### src/design/fthr_pkg.sv
// package: offsets, field positions, reset values for the threshold and fill-level bank
// assumes: single clock, 32-bit word ports, byte offsets word aligned
package fthr_pkg;

  localparam int unsigned DATA_W            = 32;
  localparam int unsigned CTRL_ADDR_W       = 4;
  localparam int unsigned FILL_ADDR_W       = 10;

  // control port byte offsets
  localparam logic [CTRL_ADDR_W-1:0] OFS_PRI_FULL  = 4'h0;
  localparam logic [CTRL_ADDR_W-1:0] OFS_PRI_EMPTY = 4'h4;
  localparam logic [CTRL_ADDR_W-1:0] OFS_SEC_FULL  = 4'h8;
  localparam logic [CTRL_ADDR_W-1:0] OFS_SEC_EMPTY = 4'hC;

  // status bit positions
  localparam int unsigned BIT_PRI = 0;
  localparam int unsigned BIT_SEC = 1;

  // fill-level port: channel n at byte n*4
  localparam int unsigned FILL_STRIDE_SH = 2;

  // reset values
  localparam logic [DATA_W-1:0] RST_WATERMARK = 32'h0000_0000;
  localparam logic [DATA_W-1:0] RST_OCCUPANCY = 32'h0000_0000;
  localparam logic [DATA_W-1:0] READ_ZERO     = 32'h0000_0000;

endpackage : fthr_pkg

### src/design/fthr_cmp_if.sv
// interface: fill level and watermarks toward the comparator, status back
// assumes: same clock as the register bank
`timescale 1ns/1ps
interface fthr_cmp_if;
  import fthr_pkg::*;
  logic [DATA_W-1:0] level;
  logic [DATA_W-1:0] pri_full;
  logic [DATA_W-1:0] pri_empty;
  logic [DATA_W-1:0] sec_full;
  logic [DATA_W-1:0] sec_empty;
  logic [1:0]        full_hit;
  logic [1:0]        empty_hit;
  modport bank (output level, pri_full, pri_empty, sec_full, sec_empty,
                input full_hit, empty_hit);
  modport cmp  (input level, pri_full, pri_empty, sec_full, sec_empty,
                output full_hit, empty_hit);
endinterface : fthr_cmp_if

### src/design/fthr_cmp.sv
// comparator: raw almost-full / almost-empty decisions
// assumes: inputs are registered by the bank; result is registered there too
`timescale 1ns/1ps
module fthr_cmp
  import fthr_pkg::*;
#(
  parameter int unsigned NUM_FULL  = 2,
  parameter int unsigned NUM_EMPTY = 2
)(
  fthr_cmp_if.cmp c
);
  always_comb
  begin
    c.full_hit  = 2'h0;
    c.empty_hit = 2'h0;
    if (NUM_FULL >= 1)
      c.full_hit[BIT_PRI] = (c.level >= c.pri_full);   // see [RULE_01]
    if (NUM_FULL == 2)
      c.full_hit[BIT_SEC] = (c.level >= c.sec_full);   // see [RULE_03] see [RULE_08]
    if (NUM_EMPTY >= 1)
      c.empty_hit[BIT_PRI] = (c.level <= c.pri_empty); // see [RULE_02]
    if (NUM_EMPTY == 2)
      c.empty_hit[BIT_SEC] = (c.level <= c.sec_empty); // see [RULE_04]
  end
endmodule : fthr_cmp

### src/design/fthr_regs.sv
// register bank: watermark control port, per-channel occupancy port, status outputs
// assumes: occupancy counts and selected level come from FIFO logic on core_clk_i
`timescale 1ns/1ps

// Function
// [RULE_01] almost-full bit 0 high while level at or above primary full watermark
// [RULE_02] almost-empty bit 0 high while level at or below primary empty watermark
// [RULE_03] almost-full bit 1 high while level at or above secondary full watermark
// [RULE_04] almost-empty bit 1 high while level at or below secondary empty watermark
// [RULE_05] one read-only occupancy word per channel at byte n*4, reset zero
// [RULE_06] occupancy register count equals configured channel count
// [RULE_07] master writes watermarks on control port, reads occupancy on separate port
// [RULE_08] secondary full watermark and its bit exist only with two full thresholds
// [RULE_09] fill-level port exists only when fill-level option is one
// [RULE_10] status bits drop when comparison fails, re-evaluated every cycle
module fthr_regs
  import fthr_pkg::*;
#(
  parameter int unsigned NUM_CH    = 4,
  parameter int unsigned NUM_FULL  = 2,
  parameter int unsigned NUM_EMPTY = 2,
  parameter bit          USE_FILL  = 1'b1
)(
  // clock, reset, enable
  input  wire logic                        core_clk_i,
  input  wire logic                        rst_i,
  input  wire logic                        clk_en_i,
  // fifo side
  input  wire logic [NUM_CH*DATA_W-1:0]    ch_occupancy_i,
  input  wire logic [DATA_W-1:0]           cur_level_i,
  // control port
  input  wire logic [fthr_pkg::CTRL_ADDR_W-1:0] ctrl_addr_i,
  input  wire logic                        ctrl_write_i,
  input  wire logic                        ctrl_read_i,
  input  wire logic [fthr_pkg::DATA_W-1:0] ctrl_wdata_i,
  output logic      [fthr_pkg::DATA_W-1:0] ctrl_rdata_o,
  // fill-level port
  input  wire logic [fthr_pkg::FILL_ADDR_W-1:0] fill_addr_i,
  input  wire logic                        fill_read_i,
  output logic      [fthr_pkg::DATA_W-1:0] fill_rdata_o,
  // status outputs
  output logic      [1:0]                  almost_full_o,
  output logic      [1:0]                  almost_empty_o
);
  import fthr_pkg::*;

  // ******************************
  // state
  // ******************************
  typedef struct packed {
    logic [DATA_W-1:0]          pri_full;
    logic [DATA_W-1:0]          pri_empty;
    logic [DATA_W-1:0]          sec_full;
    logic [DATA_W-1:0]          sec_empty;
    logic [NUM_CH*DATA_W-1:0]   occ;
    logic [DATA_W-1:0]          level;
    logic [DATA_W-1:0]          ctrl_rdata;
    logic [DATA_W-1:0]          fill_rdata;
    logic [1:0]                 afull;
    logic [1:0]                 aempty;
  } fthr_state_type;

  fthr_state_type s_q;
  fthr_state_type s_d;

  fthr_cmp_if cmp_bus ();

  // ******************************
  // comparator
  // ******************************
  assign cmp_bus.level     = s_q.level;
  assign cmp_bus.pri_full  = s_q.pri_full;
  assign cmp_bus.pri_empty = s_q.pri_empty;
  assign cmp_bus.sec_full  = s_q.sec_full;
  assign cmp_bus.sec_empty = s_q.sec_empty;

  fthr_cmp #(
    .NUM_FULL  (NUM_FULL),
    .NUM_EMPTY (NUM_EMPTY)
  ) u_cmp (
    .c (cmp_bus.cmp)
  );

  // ******************************
  // next state
  // ******************************
  function automatic logic [DATA_W-1:0] fthr_occ_word(
    input logic [NUM_CH*DATA_W-1:0] occ,
    input logic [FILL_ADDR_W-1:0]   addr
  );
    logic [FILL_ADDR_W-1:0] idx;
    logic [DATA_W-1:0]      w;
    idx = addr >> FILL_STRIDE_SH;
    w   = READ_ZERO;
    for (int i = 0; i < NUM_CH; i++)
      if (idx == FILL_ADDR_W'(i))
        w = occ[i*DATA_W +: DATA_W];                   // see [RULE_05] see [RULE_06]
    return w;
  endfunction : fthr_occ_word

  always_comb
  begin
    s_d        = s_q;
    s_d.level  = cur_level_i;
    s_d.afull  = cmp_bus.full_hit;                     // see [RULE_10]
    s_d.aempty = cmp_bus.empty_hit;                    // see [RULE_10]
    if (USE_FILL)
      s_d.occ = ch_occupancy_i;                        // see [RULE_09]
    else
      s_d.occ = '0;
    if (ctrl_write_i)
    begin
      case (ctrl_addr_i)
        OFS_PRI_FULL:  if (NUM_FULL >= 1) s_d.pri_full = ctrl_wdata_i;
        OFS_PRI_EMPTY: if (NUM_EMPTY >= 1) s_d.pri_empty = ctrl_wdata_i;
        OFS_SEC_FULL:  if (NUM_FULL == 2) s_d.sec_full = ctrl_wdata_i;  // see [RULE_08]
        OFS_SEC_EMPTY: if (NUM_EMPTY == 2) s_d.sec_empty = ctrl_wdata_i;
        default: ;
      endcase
    end
    if (ctrl_read_i)
    begin
      case (ctrl_addr_i)
        OFS_PRI_FULL:  s_d.ctrl_rdata = s_q.pri_full;
        OFS_PRI_EMPTY: s_d.ctrl_rdata = s_q.pri_empty;
        OFS_SEC_FULL:  s_d.ctrl_rdata = s_q.sec_full;
        OFS_SEC_EMPTY: s_d.ctrl_rdata = s_q.sec_empty;
        default:       s_d.ctrl_rdata = READ_ZERO;
      endcase
    end
    // separate port; writes have no path here by construction
    if (fill_read_i && USE_FILL)
      s_d.fill_rdata = fthr_occ_word(s_q.occ, fill_addr_i);  // see [RULE_07]
  end

  // ******************************
  // registers
  // ******************************
  always_ff @(posedge core_clk_i or posedge rst_i)
  begin
    if (rst_i)
    begin
      s_q.pri_full   <= RST_WATERMARK;
      s_q.pri_empty  <= RST_WATERMARK;
      s_q.sec_full   <= RST_WATERMARK;
      s_q.sec_empty  <= RST_WATERMARK;
      s_q.occ        <= '0;
      s_q.level      <= READ_ZERO;
      s_q.ctrl_rdata <= READ_ZERO;
      s_q.fill_rdata <= RST_OCCUPANCY;
      s_q.afull      <= 2'h0;
      s_q.aempty     <= 2'h0;
    end
    else if (clk_en_i)
    begin
      s_q <= s_d;
    end
  end

  assign ctrl_rdata_o   = s_q.ctrl_rdata;
  assign fill_rdata_o   = s_q.fill_rdata;
  assign almost_full_o  = s_q.afull;
  assign almost_empty_o = s_q.aempty;

endmodule : fthr_regs

### config.mk
export PLATFORM = sky130hd
export DESIGN_NAME = fthr_regs
export DESIGN_NICKNAME = d
export VERILOG_FILES = /design/src/design/fthr_pkg.sv /design/src/design/fthr_cmp_if.sv /design/src/design/fthr_cmp.sv /design/src/design/fthr_regs.sv
export SDC_FILE = /design/constraint.sdc
export NUM_CORES = 1
export LEC_CHECK = 0
export BUFFER_PORTS_ARGS = -buffer_cell sky130_fd_sc_hd__buf_4
export CAP_MARGIN = 30
export CORE_ASPECT_RATIO = 0.5
export CORE_MARGIN = 2
export CORE_UTILIZATION = 41
export CTS_CLUSTER_DIAMETER = 30
export CTS_CLUSTER_SIZE = 12
export DETAILED_ROUTE_END_ITERATION = 10
export HOLD_SLACK_MARGIN = 0.12
export PLACE_DENSITY = 0.58
export SLEW_MARGIN = 30
export SYNTH_ARGS = -nofsm -noshare
export SYNTH_HDL_FRONTEND = slang
export SYNTH_SLANG_ARGS = --single-unit
### constraint.sdc
create_clock -name core_clk_i -period 21.8 [get_ports core_clk_i]
set_input_delay 2.18 -clock core_clk_i [delete_from_list [all_inputs] [get_ports core_clk_i]]
set_output_delay 2.18 -clock core_clk_i [all_outputs]
set_load 0.01 [all_outputs]
==> out/metrics.json <==
{
  "power_frac_clock": 0.443,
  "via_density": 5.21,
  "multi_input_area_um2": 7870,
  "worst_hold_startpoint": "fill_rdata_o[21]",
  "initialDrtViolationCount": 780,
  "reg_to_reg_slack_setup_ps": 19430,
  "area_growth_syn_to_layout_pct": 22.4,
  "fmax_mhz": 236,
  "globalRouteOverflowTotal": 0,
  "die_h_um": 153,
  "first_global_vias": 13180,
  "floorplan.initialDensity": 0.416,
  "p_leak_uw": 0.0102,
  "crit_slowest_cell": "and3_1",
  "port_buffers": 277,
  "postSynth.topFlopCell": "dfrtp_1",
  "holdBufCountCts": 0,
  "worstSkewPairLatency_ps": 580,
  "ioPinCount": 280,
  "worstSetupStartpointType": "input pin",
  "num_vias": 12969,
  "numCtsBuffers": 56,
  "die-width_um": 301,
  "sw_pwr_uw": 564,
  "worst_slew_pin_slew_ps": 901,
  "cts_tree": "done",
  "clock-root-buffer": "clkbuf_16",
  "yosys.area.top_type_share": 0.492,
  "synth_seq_cells": 356,
  "timing.final.hold_violations": 0,
  "worst_r2r_path_depth": 6,
  "sequential_cell_area_um2": 8910,
  "fin_total_pwr_uw": 2070,
  "number_of_antenna_violations_at_the_first_check_in_global_routing": 3,
  "drcViolationCount": 0,
  "netlist_area_um2": 18100,
  "clockBufferDepth": 3,
  "timing.critical_path.cells": "buf_4 > nor2_1 > nand2_1 > nor2_2 > buf_4 > and3_1 > buf_4 > mux2_2",
  "seq_area_frac_synth": 0.492,
  "holdPathStages": 2,
  "cp_slowest_stage_delay_ps": 610,
  "powerDensity_nw_per_um2": 93.4,
  "final_max_slew_viol_count": 0,
  "hold_class": "reg -> reg",
  "data_required_time_of_the_critical_path_ps": 22250,
  "final_cell_mix": "356 x dfrtp_1, 289 x buf_4, 225 x mux2_2",
  "run_status": "complete, no violations",
  "clock_skew_ps": 24.8,
  "register_share_of_total_power": 0.390,
  "cts.sinks": 356,
  "synth_cell_type_count": 51,
  "first_pass_grt_wire_length_um": 76800,
  "finalSetupViolCount": 0,
  "dieArea_um2": 46000,
  "post_synth_main_area_contributors": "dfrtp_1 49%, mux2_2 14%, ha_1 8.8%, nand2_1 4.1%, o21ai_0 3.8%",
  "drive_gt1_frac": 0.331,
  "timing.setup.tns_ps": 0,
  "comb_power_share": 0.167,
  "post-synth-top-area-cell": "dfrtp_1",
  "netSwitchingFraction": 0.272,
  "largest_net_degree_at_the_start_of_global_routing": 128,
  "finalWeightedCongestion": 0.806,
  "rsz0062_at_grt": "false",
  "max-cap-violations": 0,
  "h_tree_levels": 2,
  "totalWireLength_um": 48700,
  "final_nets": 2192,
  "peakVddDrop_uv": 58.5,
  "share_of_async_settable_or_async_resettable_flops_after_synthesis": 1.00,
  "worst_path_most_repeated_cell": "buf_4",
  "cts.repair.resized": 0,
  "post_synth.cell_area_avg_um2": 11.0,
  "power.internal_uw": 1510,
  "holdPathEnd": "fill_rdata_o[21]",
  "grt_util_all_layers": 0.214,
  "worstPathArrival_ps": 4690,
  "most_common_library_cell_in_the_layout_ignoring_fill_and_taps": "dfrtp_1",
  "detailed_place_hpwl_um": 32500,
  "r2r_endpoint": "almost_empty_o[0]",
  "drtAntennaViolNets": 0,
  "timing.critical_path.to_type": "flip-flop",
  "worstSetupPathType": "in -> reg",
  "core_area_um2": 43600,
  "wl_per_cell_um": 19.6,
  "clock_transition_at_the_registers_of_the_reported_paths_ps": 50,
  "timing.rr.start": "cmp_bus.level[30]",
  "count_of_mapped_cells_out_of_synthesis": 1655,
  "slew-limit-headroom": 0.384,
  "synth_nets": 1995,
  "post-route-period-util": 0.194,
  "synth-edff-count": 0,
  "drt_pre_antenna_iters": 5,
  "num_rows": 54,
  "number_of_fill_cells": 4077,
  "critical_path_peak_fanout": 33,
  "period_minus_slack_ps": 4240,
  "postCtsSetupBuffers": 0,
  "yosysWarningCount": 0
}
[cells in the mapped netlist (all sizes together) (2+ instances only)]
cell type    n
dfrtp      356
mux2       226
nand2      196
o21ai      141
ha         128
inv        128
buf        105
a21oi       50
clkbuf      49
nor2        44
a221oi      35
a22o        33
o31ai       33
o221ai      32
nand3       18
nand4       17
a21o         7
nor3         7
and3         6
a2111oi      4
nor4         4
o21a         4
a211o        3
a2bb2oi      3
and4         3
nand2b       3
a21boi       2
a221o        2
nor2b        2
o211ai       2
or4          2
[power groups by stage]
| stage | sequential (uW) | clock [uW] | combinational [uW] |
|---|---|---|---|
| finish | 808 | 918 | 347 |
| global route | 819 | 972 | 398 |
| CTS | 808 | 939 | 351 |
| detailed placement | 818 | 0 | 349 |
| global placement | 815 | 0 | 342 |
| floorplan | 801 | 0 | 242 |
[critical path, delay by kind of cell]
kind / cells / cell delay, ps
multiplexers: 1 / 390
AND/OR/NAND/NOR: 4 / 990
buffers and inverters: 3 / 1110
[flip-flops by register name (all words and copies together), names as in the netlist]
name,cells
almost_empty_o,2
fill_rdata_o,32
ctrl_rdata_o,32
cmp_bus.sec_empty,32
cmp_bus.pri_empty,32
cmp_bus.level,32
s_q,128
cmp_bus.sec_full,32
cmp_bus.pri_full,32
almost_full_o,2
[worst max path at each step]
stage	end	cells after the start	slack, ps	from
2_1_floorplan	almost_empty_o[0]	1	9740	rst_i
3_3_place_gp	cmp_bus.pri_empty[12]	8	17000	ctrl_addr_i[1]
3_5_place_dp	fill_rdata_o[28]	7	16940	fill_addr_i[9]
4_1_cts	fill_rdata_o[28]	7	17580	fill_addr_i[9]
5_1_grt	fill_rdata_o[28]	7	17460	fill_addr_i[9]
6_report	cmp_bus.pri_empty[9]	8	17560	ctrl_addr_i[1]
[area by class of cell]
cell class | count | share of cell area
Clock inverter | 26 | 0.0164
Tap cell | 588 | 0.0332
Clock buffer | 76 | 0.0720
Multi-Input combinational cell | 1017 | 0.355
Timing Repair Buffer | 293 | 0.0998
Inverter | 128 | 0.0222
Antenna cell | 3 | 0.000338
Sequential cell | 356 | 0.402
[metal layers]
layer | track usage | part of all wire | vias up
li1 | - | - | 6246
met1 | 0.281 | 0.45 | 6404
met2 | 0.362 | 0.49 | 245
met3 | 0.0364 | 0.041 | 74
met4 | 0.0623 | 0.022 | 0
met5 | 0 | 0 | -
[cell families (layout without fill, tap and decap cells)]
family	after synthesis	count (layout)	synth area share
compound gates	358	358	0.130
buf+inv	282	523	0.0763
mux	226	226	0.140
fa+ha+maj	128	128	0.0884
simple gates	305	305	0.0733
flops	356	356	0.492
other cells	0	3	0
[per-stage QoR]
step           worst slack (ps)  hold WS, ps  std cells  cell area [um2]  utilization
2_1_floorplan              9740          450       1655            18100            -
3_3_place_gp              17000          461       2382            20200        0.464
3_5_place_dp              16940          467       2382            20200        0.464
4_1_cts                   17580          478       2484            22200        0.509
5_1_grt                   17460          493       2487            22200        0.509
6_report                  17560          473       2487            22200        0.509
No activity file was read; power rests on OpenSTA's default activity.
